[config.mk]
export PLATFORM = sky130hd
export DESIGN_NAME = sram_boundary_scan_tap
export DESIGN_NICKNAME = d
export VERILOG_FILES = /design/src/core/tap_pkg.sv /design/src/core/pin_sync.sv /design/src/core/snap_fifo.sv /design/src/core/sram_boundary_scan_tap.sv
export SDC_FILE = /design/constraint.sdc
export NUM_CORES = 1
export LEC_CHECK = 0
export BUFFER_PORTS_ARGS = -buffer_cell sky130_fd_sc_hd__buf_2
export CORE_UTILIZATION = 50
export DETAILED_ROUTE_END_ITERATION = 10
export PLACE_DENSITY = 0.72
export SETUP_SLACK_MARGIN = 0.1
export SYNTH_ARGS = -nofsm -noshare
export SYNTH_HDL_FRONTEND = slang
export SYNTH_SLANG_ARGS = --single-unit
[constraint.sdc]
create_clock -name clock -period 8.72 [get_ports clock]
set_clock_uncertainty 0.1 [all_clocks]
set_input_delay 0.436 -clock clock [delete_from_list [all_inputs] [get_ports clock]]
set_output_delay 0.436 -clock clock [all_outputs]
set_load 0.03 [all_outputs]
[src/core/tap_pkg.sv]
// Constants, state codes and instruction codes for the memory's scan port.
// Assumes a 40 MHz system clock that oversamples the scan clock pin.
package tap_pkg;

   // Instruction register layout and codes
   localparam int IR_W = 3;
   localparam logic [IR_W-1:0] IR_EXTEST = 3'h0;
   localparam logic [IR_W-1:0] IR_IDCODE = 3'h1;
   localparam logic [IR_W-1:0] IR_SAMPLE_Z = 3'h2;
   localparam logic [IR_W-1:0] IR_SAMPLE = 3'h4;
   localparam logic [IR_W-1:0] IR_BYPASS = 3'h7;
   localparam logic [1:0] IR_CAPTURE_PAT = 2'h1;

   // Data register lengths
   localparam int BSR_LEN_X36 = 73;
   localparam int BSR_LEN_X18 = 54;
   localparam int ID_W = 32;
   // Arbitrary identification value, least significant bit set
   localparam logic [ID_W-1:0] ID_VALUE_DEF = 32'h0c0d_e001;

   // Controller reset sequence and sampling
   localparam int RESET_ONES = 5;
   localparam logic [2:0] PIN_RST = 3'h3;
   localparam int SNAP_DEPTH_DEF = 8;

   // Timing: the scan clock is at least four system clocks long
   localparam int CLK_PERIOD_NS = 25;
   localparam int TCK_MIN_PERIOD_NS = 100;
   localparam int TCK_MIN_CLKS = (TCK_MIN_PERIOD_NS + CLK_PERIOD_NS - 1) / CLK_PERIOD_NS;

   // Controller states, one-hot
   typedef enum logic [15:0] {
      ST_RESET = 16'h0001,
      ST_IDLE = 16'h0002,
      ST_SEL_DR = 16'h0004,
      ST_CAP_DR = 16'h0008,
      ST_SH_DR = 16'h0010,
      ST_EX1_DR = 16'h0020,
      ST_PA_DR = 16'h0040,
      ST_EX2_DR = 16'h0080,
      ST_UPD_DR = 16'h0100,
      ST_SEL_IR = 16'h0200,
      ST_CAP_IR = 16'h0400,
      ST_SH_IR = 16'h0800,
      ST_EX1_IR = 16'h1000,
      ST_PA_IR = 16'h2000,
      ST_EX2_IR = 16'h4000,
      ST_UPD_IR = 16'h8000
   } tap_state_e;

   // Data register chosen by the instruction
   typedef enum logic [2:0] {
      SEL_BYPASS = 3'h1,
      SEL_ID = 3'h2,
      SEL_BSR = 3'h4
   } dr_sel_e;

endpackage

[src/core/pin_sync.sv]
// Two-flop synchroniser for a group of pins from outside the clock domain.
// Assumes each bit is a slow level; a vector is only coherent while held stable.
module pin_sync #(
   parameter int W = 1,
   parameter logic [W-1:0] RST = '0
) (
   input wire logic clock,
   input wire logic arst_n,
   input wire logic ce,
   input wire logic [W-1:0] async_in,
   output logic [W-1:0] sync_out
);

   logic [W-1:0] meta_q, meta_d;
   logic [W-1:0] sync_q, sync_d;

   // First stage feeds only the second
   always_comb begin
      meta_d = meta_q;
      sync_d = sync_q;
      if (ce) begin
         meta_d = async_in;
         sync_d = meta_q;
      end
   end

   always_ff @(posedge clock or negedge arst_n) begin
      if (!arst_n) begin
         meta_q <= RST;
         sync_q <= RST;
      end else begin
         meta_q <= meta_d;
         sync_q <= sync_d;
      end
   end

   assign sync_out = sync_q;

endmodule

[src/core/snap_fifo.sv]
// Small FIFO with valid/ready on both sides.
// Assumes the reader may stall; a write while full is refused by in_ready low.
module snap_fifo #(
   parameter int W = 8,
   parameter int D = 8
) (
   input wire logic clock,
   input wire logic arst_n,
   input wire logic ce,
   input wire logic in_valid,
   output logic in_ready,
   input wire logic [W-1:0] in_data,
   output logic out_valid,
   input wire logic out_ready,
   output logic [W-1:0] out_data
);

   localparam int AW = (D > 1) ? $clog2(D) : 1;
   localparam int CW = $clog2(D + 1);

   logic [W-1:0] mem [D];
   logic [AW-1:0] wr_q, wr_d, rd_q, rd_d;
   logic [CW-1:0] cnt_q, cnt_d;
   logic push, pop;

   // Pointer and count bookkeeping
   always_comb begin
      push = ce && in_valid && in_ready;
      pop = ce && out_valid && out_ready;
      wr_d = wr_q;
      rd_d = rd_q;
      cnt_d = cnt_q;
      if (push) begin
         wr_d = (wr_q == AW'(D - 1)) ? '0 : wr_q + 1'b1;
      end
      if (pop) begin
         rd_d = (rd_q == AW'(D - 1)) ? '0 : rd_q + 1'b1;
      end
      if (push && !pop) begin
         cnt_d = cnt_q + 1'b1;
      end else if (pop && !push) begin
         cnt_d = cnt_q - 1'b1;
      end
   end

   always_ff @(posedge clock or negedge arst_n) begin
      if (!arst_n) begin
         wr_q <= '0;
         rd_q <= '0;
         cnt_q <= '0;
      end else begin
         wr_q <= wr_d;
         rd_q <= rd_d;
         cnt_q <= cnt_d;
      end
   end

   // Storage needs no reset
   always_ff @(posedge clock) begin
      if (push) begin
         mem[wr_q] <= in_data;
      end
   end

   assign in_ready = (cnt_q != CW'(D));
   assign out_valid = (cnt_q != '0);
   assign out_data = mem[rd_q];

endmodule

[src/core/sram_boundary_scan_tap.sv]
// Scan test port of a synchronous memory: controller, instruction, bypass,
// identification and boundary registers, oversampling the scan clock pin.
// Assumes clock is much faster than the scan clock and that the ring pins
// are held stable around a capture when the snapshot must be exact.

// Contract
// - Inputs taken on scan clock rise, serial output changes on its fall.
// - Five rising edges with mode select high reach test-logic-reset.
// - Port reset never disturbs memory operation.
// - Power-up reset leaves serial output floating.
// - One register at a time sits between serial in and out, chosen by instruction.
// - Serial data enters at the top bit and leaves from bit zero.
// - Three-bit instruction, five codes used, three reserved.
// - Identification instruction loads at power-up and in test-logic-reset.
// - Capture-IR loads binary 01 into the low two instruction bits.
// - Bypass is one bit, cleared at Capture-DR while it is the selected register.
// - Boundary register covers all inputs: 73 bits wide part, 54 narrow.
// - Capture-DR loads the ring, Shift-DR shifts it.
// - Identification instruction captures the fixed 32-bit code and shifts it.
// - Instructions shift in Shift-IR and take effect at Update-IR.
// - All-zero code acts as sample and floats memory outputs.
// - Sample-with-float shifts the boundary register and floats memory outputs.
// - Sample instruction snapshots all inputs at Capture-DR.
// - Update-DR under sample does nothing, like Pause-DR.
// - Scan contents never drive memory pins; no preload.
module sram_boundary_scan_tap
   import tap_pkg::*;
#(
   parameter int BSR_LEN = BSR_LEN_X36,
   parameter logic [ID_W-1:0] ID_VALUE = ID_VALUE_DEF,
   parameter int SNAP_DEPTH = SNAP_DEPTH_DEF
) (
   input wire logic clock,
   input wire logic arst_n,
   input wire logic ce,
   input wire logic tck_pin,
   input wire logic tms_pin,
   input wire logic tdi_pin,
   output logic tdo_out,
   output logic tdo_oe_n,
   input wire logic [BSR_LEN-1:0] ring_pins,
   output logic mem_hiz,
   output logic [IR_W-1:0] active_ir,
   output logic snap_room,
   output logic snap_valid,
   input wire logic snap_ready,
   output logic [BSR_LEN-1:0] snap_data
);

   // Next controller state from the present one and mode select
   function automatic tap_state_e tap_next(input tap_state_e s, input logic m);
      tap_state_e n;
      n = ST_RESET;
      unique case (s)
         ST_RESET: n = m ? ST_RESET : ST_IDLE;
         ST_IDLE: n = m ? ST_SEL_DR : ST_IDLE;
         ST_SEL_DR: n = m ? ST_SEL_IR : ST_CAP_DR;
         ST_CAP_DR: n = m ? ST_EX1_DR : ST_SH_DR;
         ST_SH_DR: n = m ? ST_EX1_DR : ST_SH_DR;
         ST_EX1_DR: n = m ? ST_UPD_DR : ST_PA_DR;
         ST_PA_DR: n = m ? ST_EX2_DR : ST_PA_DR;
         ST_EX2_DR: n = m ? ST_UPD_DR : ST_SH_DR;
         ST_UPD_DR: n = m ? ST_SEL_DR : ST_IDLE;
         ST_SEL_IR: n = m ? ST_RESET : ST_CAP_IR;
         ST_CAP_IR: n = m ? ST_EX1_IR : ST_SH_IR;
         ST_SH_IR: n = m ? ST_EX1_IR : ST_SH_IR;
         ST_EX1_IR: n = m ? ST_UPD_IR : ST_PA_IR;
         ST_PA_IR: n = m ? ST_EX2_IR : ST_PA_IR;
         ST_EX2_IR: n = m ? ST_UPD_IR : ST_SH_IR;
         ST_UPD_IR: n = m ? ST_SEL_DR : ST_IDLE;
         default: n = ST_RESET;
      endcase
      return n;
   endfunction

   // Data register chosen by an instruction; reserved codes fall to bypass
   function automatic dr_sel_e dr_select(input logic [IR_W-1:0] ir);
      dr_sel_e s;
      s = SEL_BYPASS;
      if (ir == IR_IDCODE) begin
         s = SEL_ID;
      end else if (ir == IR_SAMPLE || ir == IR_SAMPLE_Z || ir == IR_EXTEST) begin
         s = SEL_BSR;
      end
      return s;
   endfunction

   logic tck_s, tms_s, tdi_s;
   logic [BSR_LEN-1:0] ring_s;
   logic tck_last_q, tck_last_d;
   logic rise, fall;
   tap_state_e st_q, st_d;
   logic [IR_W-1:0] ir_q, ir_d;
   logic [IR_W-1:0] ir_sh_q, ir_sh_d;
   logic byp_q, byp_d;
   logic [ID_W-1:0] id_q, id_d;
   logic [BSR_LEN-1:0] bsr_q, bsr_d;
   logic tdo_q, tdo_d;
   logic oe_n_q, oe_n_d;
   dr_sel_e sel;
   logic snap_push;

   // Scan pins pass two flops; mode select and data idle high
   pin_sync #(.W(3), .RST(PIN_RST)) u_ctl_sync (
      .clock(clock),
      .arst_n(arst_n),
      .ce(ce),
      .async_in({tck_pin, tms_pin, tdi_pin}),
      .sync_out({tck_s, tms_s, tdi_s})
   );

   // Ring pins pass two flops before any capture
   pin_sync #(.W(BSR_LEN), .RST('0)) u_ring_sync (
      .clock(clock),
      .arst_n(arst_n),
      .ce(ce),
      .async_in(ring_pins),
      .sync_out(ring_s)
   );

   // Scan clock edge finder on the synchronised level
   always_comb begin
      tck_last_d = ce ? tck_s : tck_last_q;
      rise = ce && tck_s && !tck_last_q;
      fall = ce && !tck_s && tck_last_q;
   end

   always_ff @(posedge clock or negedge arst_n) begin
      if (!arst_n) begin
         tck_last_q <= 1'b0;
      end else begin
         tck_last_q <= tck_last_d;
      end
   end

   assign sel = dr_select(ir_q);

   // Controller and scan registers stepped on the scan clock rise; instruction forced to identification in reset on every enabled clock
   always_comb begin
      st_d = st_q;
      ir_d = ir_q;
      ir_sh_d = ir_sh_q;
      byp_d = byp_q;
      id_d = id_q;
      bsr_d = bsr_q;
      if (rise) begin
         st_d = tap_next(st_q, tms_s);
         if (st_q == ST_CAP_IR) begin
            ir_sh_d = {{(IR_W - 2){1'b0}}, IR_CAPTURE_PAT};
         end else if (st_q == ST_SH_IR) begin
            ir_sh_d = {tdi_s, ir_sh_q[IR_W-1:1]};
         end else if (st_q == ST_UPD_IR) begin
            ir_d = ir_sh_q;
         end else if (st_q == ST_CAP_DR) begin
            if (sel == SEL_BYPASS) begin
               byp_d = 1'b0;
            end else if (sel == SEL_ID) begin
               id_d = ID_VALUE;
            end else begin
               bsr_d = ring_s;
            end
         end else if (st_q == ST_SH_DR) begin
            if (sel == SEL_BYPASS) begin
               byp_d = tdi_s;
            end else if (sel == SEL_ID) begin
               id_d = {tdi_s, id_q[ID_W-1:1]};
            end else begin
               bsr_d = {tdi_s, bsr_q[BSR_LEN-1:1]};
            end
         end
         // Update-DR changes nothing: there is no preload stage
      end
      if (ce && st_q == ST_RESET) begin
         ir_d = IR_IDCODE;
      end
   end

   // Power-up reset: controller in test-logic-reset with identification loaded
   always_ff @(posedge clock or negedge arst_n) begin
      if (!arst_n) begin
         st_q <= ST_RESET;
         ir_q <= IR_IDCODE;
         ir_sh_q <= '0;
         byp_q <= 1'b0;
         id_q <= '0;
         bsr_q <= '0;
      end else begin
         st_q <= st_d;
         ir_q <= ir_d;
         ir_sh_q <= ir_sh_d;
         byp_q <= byp_d;
         id_q <= id_d;
         bsr_q <= bsr_d;
      end
   end

   // Serial output: picked on the scan clock fall, driven only while shifting
   always_comb begin
      tdo_d = tdo_q;
      oe_n_d = oe_n_q;
      if (fall) begin
         if (st_q == ST_SH_IR) begin
            tdo_d = ir_sh_q[0];
            oe_n_d = 1'b0;
         end else if (st_q == ST_SH_DR) begin
            oe_n_d = 1'b0;
            if (sel == SEL_BYPASS) begin
               tdo_d = byp_q;
            end else if (sel == SEL_ID) begin
               tdo_d = id_q[0];
            end else begin
               tdo_d = bsr_q[0];
            end
         end else begin
            oe_n_d = 1'b1;
         end
      end
   end

   always_ff @(posedge clock or negedge arst_n) begin
      if (!arst_n) begin
         tdo_q <= 1'b0;
         oe_n_q <= 1'b1;
      end else begin
         tdo_q <= tdo_d;
         oe_n_q <= oe_n_d;
      end
   end

   assign tdo_out = tdo_q;
   assign tdo_oe_n = oe_n_q;
   assign active_ir = ir_q;

   // Memory outputs float under the all-zero and sample-with-float codes only;
   // nothing else reaches the memory, so a port reset is harmless to it
   assign mem_hiz = (ir_q == IR_EXTEST) || (ir_q == IR_SAMPLE_Z);

   // Every boundary capture is offered to the user side as a snapshot; one arriving while the FIFO is full is lost
   assign snap_push = rise && (st_q == ST_CAP_DR) && (sel == SEL_BSR);

   snap_fifo #(.W(BSR_LEN), .D(SNAP_DEPTH)) u_snap (
      .clock(clock),
      .arst_n(arst_n),
      .ce(ce),
      .in_valid(snap_push),
      .in_ready(snap_room),
      .in_data(ring_s),
      .out_valid(snap_valid),
      .out_ready(snap_ready),
      .out_data(snap_data)
   );

   // Helper: consecutive rises seen with mode select high, saturating
   logic [2:0] ones_q, ones_d;
   always_comb begin
      ones_d = ones_q;
      if (rise) begin
         ones_d = !tms_s ? 3'h0 : (ones_q == 3'(RESET_ONES)) ? ones_q : ones_q + 3'h1;
      end
   end

   always_ff @(posedge clock or negedge arst_n) begin
      if (!arst_n) begin
         ones_q <= 3'h0;
      end else begin
         ones_q <= ones_d;
      end
   end
endmodule

# Word level (Yosys, flattened, before mapping)
# Memories as Yosys holds them, arrays and structs flattened.
# Cells that the tools add are included.
# totals
ff_bits	293
latchBits	0
mem_bits_rw	584
rom_bits	0
wordCells	146
n_memories	1
# op_classes
n_addsub	4
n_mul	0
div	0
magnitude_cmp	0
n_eq_ne	35
n_shift	0
muxes	50
bitwise_logic	3
reduce_logical	37
# mem_list
name	words	word_bits	read_ports	rd_ports_with_merged_regs	wr	line_no	rtl
u_snap.mem	8	73	1	0	1	snap_fifo.sv:21	logic [W-1:0] mem [D];
# ops
operator	n
two-way mux 73 bit	6
two-way mux 32 bit	6
case mux 16 bit (12 select lines)	1
two-way mux 3 bit	12
two-way mux 16 bit	2
two-way mux 9 bit	2
AND reduction 9 bit	2
equality test 16 x 1 -> 1 bit, second input constant	1
equality test 16 x 10 -> 1 bit, second input constant	1
equality test 16 x 11 -> 1 bit, second input constant	1
equality test 16 x 12 -> 1 bit, second input constant	1
equality test 16 x 13 -> 1 bit, second input constant	1
equality test 16 x 14 -> 1 bit, second input constant	1
equality test 16 x 15 -> 1 bit, second input constant	1
equality test 16 bit, second input constant	1
equality test 16 x 2 -> 1 bit, second input constant	1
equality test 16 x 3 -> 1 bit, second input constant	1
equality test 16 x 4 -> 1 bit, second input constant	1
equality test 16 x 5 -> 1 bit, second input constant	1
equality test 16 x 6 -> 1 bit, second input constant	1
equality test 16 x 7 -> 1 bit, second input constant	1
equality test 16 x 8 -> 1 bit, second input constant	1
equality test 16 x 9 -> 1 bit, second input constant	1
!= test 2 bit, second input constant	8
29 further kinds	74

# Longest topological paths before layout
# Gate-level depths: netlist (run 1).
# depth
ltp_word	13
depth_mapped	14
mapped_depth_nobuf	12

# By module
# Synthesis (run 1) repeated with hierarchy kept, for this count alone.
# hier_totals
cells_unflattened	1874
area_unflattened_um2	34722.1
# modules_own_cells
mod	instances	cells_per_inst	area_per_inst_um2
snap_fifo	1	908	22576.7
sram_boundary_scan_tap	1	645	6386.1
pin_sync at u_ring_sync	1	308	5502.8
pin_sync at u_ctl_sync	1	13	256.5

# Least setup slack after synthesis (run 1)
# Ideal clock, no wire load.
# synth_path
path_type	input-to-reg
start	input ce
end	memory u_snap.mem[0][0] (netlist name), enable pin
t_arrival_ps	8555
required_ps	7932
slack_ps	-622
cell_stages	5
n_path_buf	1
path_cell_list	buf_2 > nand3b_1 > a211oi_1 > nand4_1 > nor4_1
# synth_between
elab_chain_len	8
# synth_rtl
item	line_no	rtl
start, declared	sram_boundary_scan_tap.sv:35	input wire logic ce,
logical AND 1 bit (2 in a row)	sram_boundary_scan_tap.sv:124	rise = ce && tck_s && !tck_last_q;
logical AND 1 bit (2 in a row)	sram_boundary_scan_tap.sv:239	assign snap_push = rise && (st_q == ST_CAP_DR) && (sel == SEL_BSR);
logical AND 1 bit * (2 in a row)	snap_fifo.sv:28	push = ce && in_valid && in_ready;
two-way mux 1 bit *	snap_fifo.sv:60	if (push) begin
two-way mux 1 bit (not written as such) *	snap_fifo.sv:61	mem[wr_q] <= in_data;
end, declared	snap_fifo.sv:21	
# Every way passes the cells marked *; elsewhere a longest branch is shown, timed or not.

# Worst setup path in the final report (run 1)
# layout_path
start	register tck_last_q
end	memory u_snap.mem[5][34] (netlist name), enable pin
# layout_between
elab_chain_len	8
# layout_rtl
item	line_no	rtl
start, declared	sram_boundary_scan_tap.sv:90	logic tck_last_q, tck_last_d;
start signal, assigned	sram_boundary_scan_tap.sv:132	tck_last_q <= tck_last_d;
zero test 1 bit	sram_boundary_scan_tap.sv:124	
logical AND 1 bit	sram_boundary_scan_tap.sv:124	
logical AND 1 bit (2 in a row)	sram_boundary_scan_tap.sv:239	
logical AND 1 bit (2 in a row)	snap_fifo.sv:28	
two-way mux 1 bit	snap_fifo.sv:60	
two-way mux 1 bit (not written as such)	snap_fifo.sv:61	
# Every way passes these cells.

==> results of run 1 <==
## area by class of cell
| type | count | area share, % |
|---|---|---|
| Timing Repair Buffer | 262 | 4.45 |
| Tap cell | 931 | 2.88 |
| Clock buffer | 126 | 6.22 |
| Clock inverter | 40 | 0.860 |
| Multi-Input combinational cell | 783 | 23.7 |
| Sequential cell | 877 | 61.5 |
| Inverter | 43 | 0.399 |
## Yosys cell counts, types with 3 or more instances
cell        n  area [um2]
a21o_1      3        22.5
a21oi_1     9        45.0
a22o_1      4        35.0
a32o_1      3        30.0
buf_1      11        41.3
buf_2      14        70.1
buf_4       6        45.0
buf_6       8        90.1
clkbuf_1   56         210
dfrtp_1   286        7160
dfstp_2     7         184
edfxtp_1  584       17500
ha_1        7        87.6
inv_1      43         161
mux2_2    305        3430
mux2_4     70        1050
mux2i_1    34         340
mux4_2    146        3290
nand2_1    50         188
nand2b_1    9        56.3
nand3_1     4        20.0
nand3b_1    5        37.5
nand4_1     8        50.1
nor2_1     32         120
nor3_1     11        55.1
nor4_1      6        37.5
o21ai_0    18        90.1
o31ai_1     7        52.6
or2_2       5        31.3
or4_1       3        22.5
xnor2_1     5        43.8
xor2_1      5        43.8
## power by group
part	internal (mW)	switching, mW
sequential	4.67	0.310
clock	2.14	1.55
combinational	1.20	1.48
total	8.01	3.34
## flip-flops by register name, summed over array words and instances (netlist names)
| name | cells |
|---|---|
| active_ir | 3 |
| bsr_q | 73 |
| byp_q | 1 |
| id_q | 32 |
| ir_sh_q | 3 |
| st_q | 16 |
| tck_last_q | 1 |
| tdo_oe_n | 1 |
| tdo_out | 1 |
| u_ctl_sync.meta_q | 3 |
| u_ctl_sync.sync_out | 3 |
| u_ring_sync.meta_q | 73 |
| u_ring_sync.sync_out | 73 |
| u_snap.cnt_q | 4 |
| u_snap.mem | 584 |
| u_snap.rd_q | 3 |
| u_snap.wr_q | 3 |
## cells in the final DEF (no fill, tap or decap), types with 6 or more instances in the layout
cell type        n
edfxtp_1       584
mux2_2         305
dfrtp_1        283
buf_2          158
mux4_2         146
clkbuf_16       91
dlygate4sd3_1   77
mux2_4          70
nand2_1         50
inv_1           43
mux2i_1         34
nor2_1          29
clkbuf_1        24
buf_4           23
o21ai_0         18
clkinv_2        18
clkbuf_8        11
clkinv_1        10
nand2b_1         9
a21oi_1          9
nand4_1          8
nor3_1           7
o31ai_1          7
ha_1             7
dfstp_2          7
nor3_2           6
## final timing paths
| path | start | end | slack, ps | depth (start not counted) |
|---|---|---|---|---|
| max | tck_last_q | u_snap.mem[5][34] | 3540 | 6 |
| min | ce | u_ring_sync.meta_q[70] | 220 | 2 |
| max reg2reg | tck_last_q | u_snap.mem[5][34] | 3540 | 6 |
| min reg2reg | tdo_oe_n | tdo_oe_n | 390 | 2 |
| max in group asynchronous | arst_n | u_ring_sync.sync_out[18] | 6250 | 4 |
| min in group asynchronous | arst_n | u_ring_sync.meta_q[57] | 240 | 2 |
## metal layers
| layer | up-vias | global-route usage (%) | part of all wire [%] |
|---|---|---|---|
| met5 | - | 0 | 0 |
| met4 | 0 | 6.28 | 2.5 |
| met3 | 115 | 3.30 | 4.6 |
| met2 | 389 | 32.9 | 50 |
| met1 | 8986 | 26.7 | 43 |
| li1 | 7536 | - | - |
## logic make-up (layout without fill, tap and decap cells)
kind of cell / count (synthesis) / after routing / synth area share, %
buf+inv: 138 / 471 / 1.76
simple gates: 151 / 151 / 2.27
mux: 555 / 555 / 23.2
flops: 877 / 877 / 71.0
compound gates: 58 / 58 / 1.18
fa+ha+maj: 9 / 9 / 0.336
xor+xnor: 10 / 10 / 0.250
==> results.cfg, run 1 <==
[timing]
worst_hold_slack_ps = 221
post-route-period-util_pct = 59.4
finalSetupViolations = 0
max_freq_mhz = 193
fin_crit_ps = 5180
hold_viol_final = 0
worst_slack_ps = 3540
worstMarginPinSlew_ps = 1160
slew_viol_final = 0
fin_setup_tns_ps = 0
grt_setup_unrepaired = false
slew_headroom_pct = 22.8

[cells_and_area]
final_util_pct = 58.7
drive_above_1_share_pct = 40.9
multi_input_area_um2 = 9580
syn_to_final_growth_pct = 15.5
layoutNonFillerInstCount = 3062
num_antenna_cells = 0
fin_area_um2 = 40500
fillers = 5002
final_nets = 2143
regArea_um2 = 24900

[floorplanning]
io_pins = 161
start_util_pct = 50.8
die_area_um2 = 71100
die_h_um = 267
core_area_um2 = 68900
rows = 96
die_w_um = 267

[clock_network]
cts_resized = 0
cts_root_buf = clkbuf_16
cts_setup_buffers = 0
clkTransAtPathRegs_ps = 60
clkLatencyLatePin_ps = 640
cts_hold_buf = 77
htreeDepth = 3
cts.sinks = 877
cts-buffers-inserted = 88
tritoncts = built
clock_path_buffers = 3

[critical_path]
slowest_stage = nor2_4
path_class = flop to flop
cp_data_required_time_ps = 8870
crit_path_end_kind = flop
critPathLaunchType = flop
critical_path.max_fanout = 41
crit_path_max_incr_delay_ps = 910
cp_cell_sequence = nand3b_1 -> a211oi_1 -> nand4_1 -> or2_2 -> nor2_4 -> buf_4
worst-path-buf-inv = 1
crit_family = simple AND/OR/NAND/NOR gates
arrival_ps = 5330

[grt]
overflow = 0
grt_max_degree = 168
antenna_found_initial = 1
grt_use_total_pct = 19.8
grt_pass1_wl_mm = 107
grt_pass1_vias = 18200

[synth]
async_flop_share_pct = 33.4
synthesis.area_um2 = 35000
synth_fp_nets = 1886
ys_ff_latch = 877
avgSynthCellArea_um2 = 19.5
ys_seq_area_share_pct = 71.0
synth_edf_count = 584
ys.flop_type = edfxtp_1
ys_types = 57
ys_warn_count = 0
syn_inst = 1798

[power]
p_total_mw = 11.3
power.density_nw_per_um2 = 280
ir_drop_mv = 0.223
p_leak_nw = 15.5

[flow_run]
maxCapViolCount = 0

[detailed_routing]
ant_nets = 0
wl_per_cell_um = 22.2
wl_mm = 68.1
drtIter0Drc = 1259
drt_drc_violations_left = 0
via_count = 17000
vias_per_cell = 5.56
drt_first_pass_iters = 5

[placement]
dp_slack_ps = 3050
port_buffers = 160
placed_cells = 2819
dp_hpwl_mm = 38.5
gp_congestion = 0.826
dpl_cell_area_um2 = 36800

[status]
status = completed

[worst_hold_path]
hold_class = input port to flop
No activity file was read; power rests on OpenSTA's default activity.
==> run 2, diff against run 1 <==
==> constraint.sdc (replaced) <==
create_clock -name clock -period 4.6 [get_ports clock]
set_clock_uncertainty 0.1 [all_clocks]
set_input_delay 0.23 -clock clock [delete_from_list [all_inputs] [get_ports clock]]
set_output_delay 0.23 -clock clock [all_outputs]
set_load 0.03 [all_outputs]
==> run 2 against run 1 <==
Power up 90%. Sequential cell count unchanged. Cell count up 0.62%. Critical path type is now flop to output pin. Largest power group unchanged.
==> results.cfg, run 2 (synthesis results as in run 1) <==
[critical_path]
arrival_ps = 3190
r2r_slack_ps = 1370
worstReg2RegEnd = bsr_q[37]
path_class = flop to output pin
critical_path.max_fanout = 71
reg2reg_depth = 6
crit_path_end_kind = output pin
critPathLaunchType = flop
cp_data_required_time_ps = 4270
r2r-start = st_q[6]

[detailed_routing]
drtIter0Drc = 1141
wl_mm = 67.6
wl_per_cell_um = 21.9
vias_per_cell = 5.55
drt_drc_violations_left = 0
via_count = 17100
drt_first_pass_iters = 5
ant_nets = 0

[worst_hold_path]
hold_class = input port to asynchronous set/reset pin

[floorplanning]
die_w_um = 267
rows = 96
start_util_pct = 50.8
core_area_um2 = 68900
io_pins = 161
die_area_um2 = 71100
die_h_um = 267

[timing]
worst_slack_ps = 1080
slew_viol_final = 0
grt_setup_unrepaired = false
hold_viol_final = 0
post-route-period-util_pct = 76.5
fin_setup_tns_ps = 0
max_freq_mhz = 284
slew_headroom_pct = 27.8
worstMarginPinSlew_ps = 1080
finalSetupViolations = 0
fin_crit_ps = 3520

[clock_network]
cts_setup_buffers = 0
clkTransAtPathRegs_ps = 60
tritoncts = built
cts_root_buf = clkbuf_16
cts_resized = 0
clkLatencyLatePin_ps = 630
htreeDepth = 3
clock_path_buffers = 3
cts-buffers-inserted = 89
cts.sinks = 877

[status]
status = completed

[power]
ir_drop_mv = 0.412
p_leak_nw = 15.6
power.density_nw_per_um2 = 530

[flow_run]
maxCapViolCount = 0

[cells_and_area]
final_cell_mix = edfxtp_1 (584), mux2_2 (305), dfrtp_1 (283)
largest_register_ffs = 584
syn_to_final_growth_pct = 16.4
final_nets = 2161
fillers = 4989
mostFrequentLayoutCell = edfxtp_1
num_antenna_cells = 0
drive_above_1_share_pct = 40.8
largest_register = u_snap.mem

[grt]
overflow = 0
antenna_found_initial = 1
grt_pass1_vias = 18400
grt_use_total_pct = 19.5
grt_max_degree = 108
grt_pass1_wl_mm = 106

[placement]
dp_hpwl_mm = 38.8
port_buffers = 160
dp_slack_ps = 1350
gp_congestion = 0.796
run 2: changes by cell type in the layout (fill, tap and decap cells not counted), sizes merged, moves of 2 or more:
cell         delta
dlygate4sd3     +8
clkinv          -2
clkbuf          +5
buf             +9
run 2: area by class of cell:
class	count	area [um2]	share of cell area, %
Clock buffer	131	2550	6.25
Clock inverter	37	349	0.857
Inverter	43	161	0.396
Multi-Input combinational cell	783	9620	23.6
Sequential cell	877	24900	61.1
Tap cell	931	1160	2.86
Timing Repair Buffer	279	2020	4.96
run 2: per-layer routing:
metal	vias to the layer above	share of wire (%)	global-route usage (%)
met3	104	4.3	3.06
met4	0	1.9	5.02
met2	416	51	33.2
met1	8996	43	26.5
met5	-	0	0
li1	7583	-	-
run 2: how the worst max path moves through the flow:
stage	from	end	slack [ps]	cells past startpoint
floorplan	st_q[15]	u_snap.mem[2][0]	-460	6
CTS	u_snap.rd_q[1]	snap_data[22]	970	4
detailed placement	ce	u_snap.mem[7][49]	1350	9
finish	u_snap.rd_q[1]	snap_data[20]	1080	4
global placement	ce	u_snap.mem[7][38]	1420	9
global route	u_snap.rd_q[1]	snap_data[23]	930	4
run 2: report_power, final:
| group | leakage [nW] | internal (mW) | switching [mW] |
|---|---|---|---|
| Sequential | 8.79 | 8.85 | 0.646 |
| Clock | 1.42 | 4.14 | 2.93 |
| Combinational | 5.44 | 2.31 | 2.74 |
| Total | 15.6 | 15.3 | 6.32 |
run 2: metrics by stage:
step                area (um2)  total power [mW]  hold WS, ps  cells  util, %
finish                   40800              21.6          134   3081     59.1
floorplan                35100              13.2         -166   1798        -
global placement         37000              14.7          250   2828     53.7
CTS                      40800              21.9          124   3081     59.1
global route             40800              22.5          142   3081     59.1
detailed placement       37000              14.7          259   2828     53.7
run 2: worst max-delay path, stage by stage, from the launching register on:
cell	delay, ps
dfrtp_4	1130
buf_4	530
mux4_2	380
mux2_2	300
buf_2	180
run 2: what timing repair did:
action / in CTS / in global routing
hold endpoints to repair: 190 / 0
hold buffers: 85 / 0
setup endpoints to repair: 0 / 0
==> run 3, diff against run 2 <==
--- a/config.mk
+++ b/config.mk
@@ -5,6 +5,7 @@
 export SDC_FILE = /design/constraint.sdc
 export NUM_CORES = 1
 export LEC_CHECK = 0
+export ABC_AREA = 1
 export BUFFER_PORTS_ARGS = -buffer_cell sky130_fd_sc_hd__buf_2
 export CORE_UTILIZATION = 50
 export DETAILED_ROUTE_END_ITERATION = 10
==> constraint.sdc (replaced) <==
create_clock -name clock -period 2.9 [get_ports clock]
set_clock_uncertainty 0.1 [all_clocks]
set_input_delay 0.145 -clock clock [delete_from_list [all_inputs] [get_ports clock]]
set_output_delay 0.145 -clock clock [all_outputs]
set_load 0.03 [all_outputs]
==> run 3 against run 2 <==
Core utilization is 1.4 points higher. Register-to-register slack worse by 1100 ps. Setup slack worse by 930 ps. Via count up 37%. Global-route usage up 3.3 points.
==> results.cfg, run 3 <==
[status]
status = completed

[synth]
synth_compound_area_share_pct = 12.3
synth_edf_count = 584
synthMuxAreaShare_pct = 0.0323
ys_ff_latch = 877
ys_seq_area_share_pct = 71.3
syn_inst = 3041
synth_top_cell_area_share_pct = 50.3
ys_types = 36
async_flop_share_pct = 33.4
synth-xor-area-share_pct = 0.0753
synth_area_leaders = edfxtp_1 (50%), dfrtp_1 (21%), nor2_1 (7.3%)
synthesis.area_um2 = 34900
synth-adder-area-share_pct = 0.308
synth.most_common_cell = nor2_1
yosys.area_share.simple_pct = 12.3
synth_top_cell_by_area = edfxtp_1
netlist_top_cells_count = nor2_1 (678), edfxtp_1 (584), o21ai_0 (501)
ys.flop_type = edfxtp_1
ys_warn_count = 0
avgSynthCellArea_um2 = 11.5
synth_top_family_by_area = compound AO/OA/AOI/OAI gates
synth_fp_nets = 3129

[power]
switching_share_pct = 34.5
ir_drop_mv = 0.511
p_leak_nw = 15.9
seqPwrFrac_pct = 38.9
p_clk_share_pct = 30.5
p_int_mw = 24.2
power.density_nw_per_um2 = 888
p_comb_share_pct = 30.6
p_switching_mw = 12.8

[critical_path]
r2r-start = st_q[12]
cp_cell_sequence = inv_12 -> buf_16 -> o21ai_0 -> o22ai_1 -> nor2_1 -> a31oi_2 -> buf_2
slowest_stage = dfrtp_4
crit_path_max_incr_delay_ps = 550
critPathLaunchType = flop
cp-startpoint = u_snap.rd_q[0]
path_class = flop to output pin
r2r_slack_ps = 320
worstReg2RegEnd = u_snap.mem[6][37]
crit_path_end_kind = output pin
arrival_ps = 2500
critical_path.max_fanout = 48
crit_family = buffers and inverters
cp_data_required_time_ps = 2650
reg2reg_depth = 9
worst-path-buf-inv = 3

[cells_and_area]
largest_register = u_snap.mem
final_util_pct = 60.5
final_cell_mix = nor2_1 (675), edfxtp_1 (584), o21ai_0 (501)
layoutNonFillerInstCount = 4286
mostFrequentLayoutCell = nor2_1
largest_register_ffs = 584
regArea_um2 = 24900
final_nets = 3367
syn_to_final_growth_pct = 19.3
fin_area_um2 = 41600
num_antenna_cells = 0
drive_above_1_share_pct = 14.7
multi_input_area_um2 = 8970
fillers = 5262

[timing]
slew_headroom_pct = 52.5
grt_setup_unrepaired = true
max_freq_mhz = 364
hold_viol_final = 0
worstMarginPinSlew_ps = 712
post-route-period-util_pct = 94.8
finalSetupViolations = 0
fin_crit_ps = 2750
slew_viol_final = 0
worst_hold_slack_ps = 131

[worst_hold_path]
worstHoldEndpoint = u_ring_sync.meta_q[61]
hold_class = input port to flop
min_from = ring_pins[61]
hold_depth = 4

[detailed_routing]
vias_per_cell = 5.45
via_count = 23400
drtIter0Drc = 1900
wl_mm = 79.8
drt_drc_violations_left = 0
ant_nets = 0
drt_first_pass_iters = 6
wl_per_cell_um = 18.6

[clock_network]
clkLatencyLatePin_ps = 650
clock_path_buffers = 3
tritoncts = built
clkTransAtPathRegs_ps = 60
cts.sinks = 877
cts_root_buf = clkbuf_16
cts-buffers-inserted = 88
htreeDepth = 3

[floorplanning]
die_h_um = 266
io_pins = 161
core_area_um2 = 68800
rows = 96
start_util_pct = 50.7
die_area_um2 = 70800
die_w_um = 266

[grt]
grt_use_total_pct = 22.8
grt_pass1_vias = 22800
grt_max_degree = 168
overflow = 0
grt_pass1_wl_mm = 126
antenna_found_initial = 1

[placement]
gp_congestion = 0.814
port_buffers = 160
placed_cells = 4013
dp_hpwl_mm = 43.1
dpl_cell_area_um2 = 37200

[flow_run]
maxCapViolCount = 0
run 3: changes by cell type after synthesis, moves of 17 or more:
cell / change
a31oi_1: +71
buf_2: +26
o21ai_0: +483
o22ai_1: +77
nand3_1: +17
o31ai_2: +55
mux2i_1: -34
clkbuf_1: +77
nor2_1: +646
mux2_2: -304
nand2_1: +329
inv_1: +76
mux2_4: -70
mux4_2: -146
run 3: per-layer routing:
metal | up-vias | GRT usage, % | wire length [um]
met1 | 11500 | 31.1 | 34700
met5 | - | 0 | 13
met3 | 113 | 3.84 | 4880
met2 | 703 | 37.5 | 38500
li1 | 11100 | - | -
met4 | 2 | 7.30 | 1720
run 3: cell type report:
class | count | share of cell area [%]
Clock inverter | 42 | 0.878
Timing Repair Buffer | 336 | 7.70
Sequential cell | 877 | 59.8
Inverter | 120 | 1.14
Clock buffer | 124 | 6.16
Multi-Input combinational cell | 1856 | 21.5
Tap cell | 931 | 2.80
run 3: worst max-delay path by stage:
stage | slack, ps | depth (start not counted) | endpoint
2_1_floorplan | -840 | 8 | u_snap.mem[4][0]
3_3_place_gp | 330 | 9 | u_snap.mem[6][13]
3_5_place_dp | 320 | 9 | u_snap.mem[6][13]
4_1_cts | 90 | 7 | snap_data[71]
5_1_grt | 30 | 7 | snap_data[56]
6_report | 150 | 7 | snap_data[56]
run 3: power by group through the flow:
stage               Clock, mW  Sequential, mW  Combinational [mW]
floorplan                   0            14.4                6.76
global placement            0            14.6                9.98
detailed placement          0            14.7                10.1
CTS                      11.4            14.4                11.1
global route             11.9            14.5                12.3
finish                   11.3            14.4                11.3
run 3: tightest hold or removal path, cell delays in order:
cell	delay, ps
dlygate4sd3_1	510
buf_2	90
nand2_1	40
nand2_1	50
run 3: cells by family after synthesis:
family	Yosys count
compound gates	735
xor+xnor	3
mux	1
buf+inv	308
fa+ha+maj	8
simple gates	1109
flops	877
run 3: timing repair:
action / 4_1_cts / 5_1_grt
cloned: 7 / 2
hold buffers: 91 / 0
setup endpoints to repair: 72 / 49
pin swaps: 0 / 2
buffers inserted: 7 / 0
gates resized for setup: 28 / 24
endpoints found under the hold margin: 378 / 0
run 3: metrics by stage:
step / worst slack (ps) / TNS (ps) / power [mW]
floorplan: -838 / -462540 / 21.2
CTS: 94.1 / 0 / 37.0
global route: 29.4 / 0 / 38.6
detailed placement: 320 / 0 / 24.8
global placement: 330 / 0 / 24.6
finish: 151 / 0 / 37.0
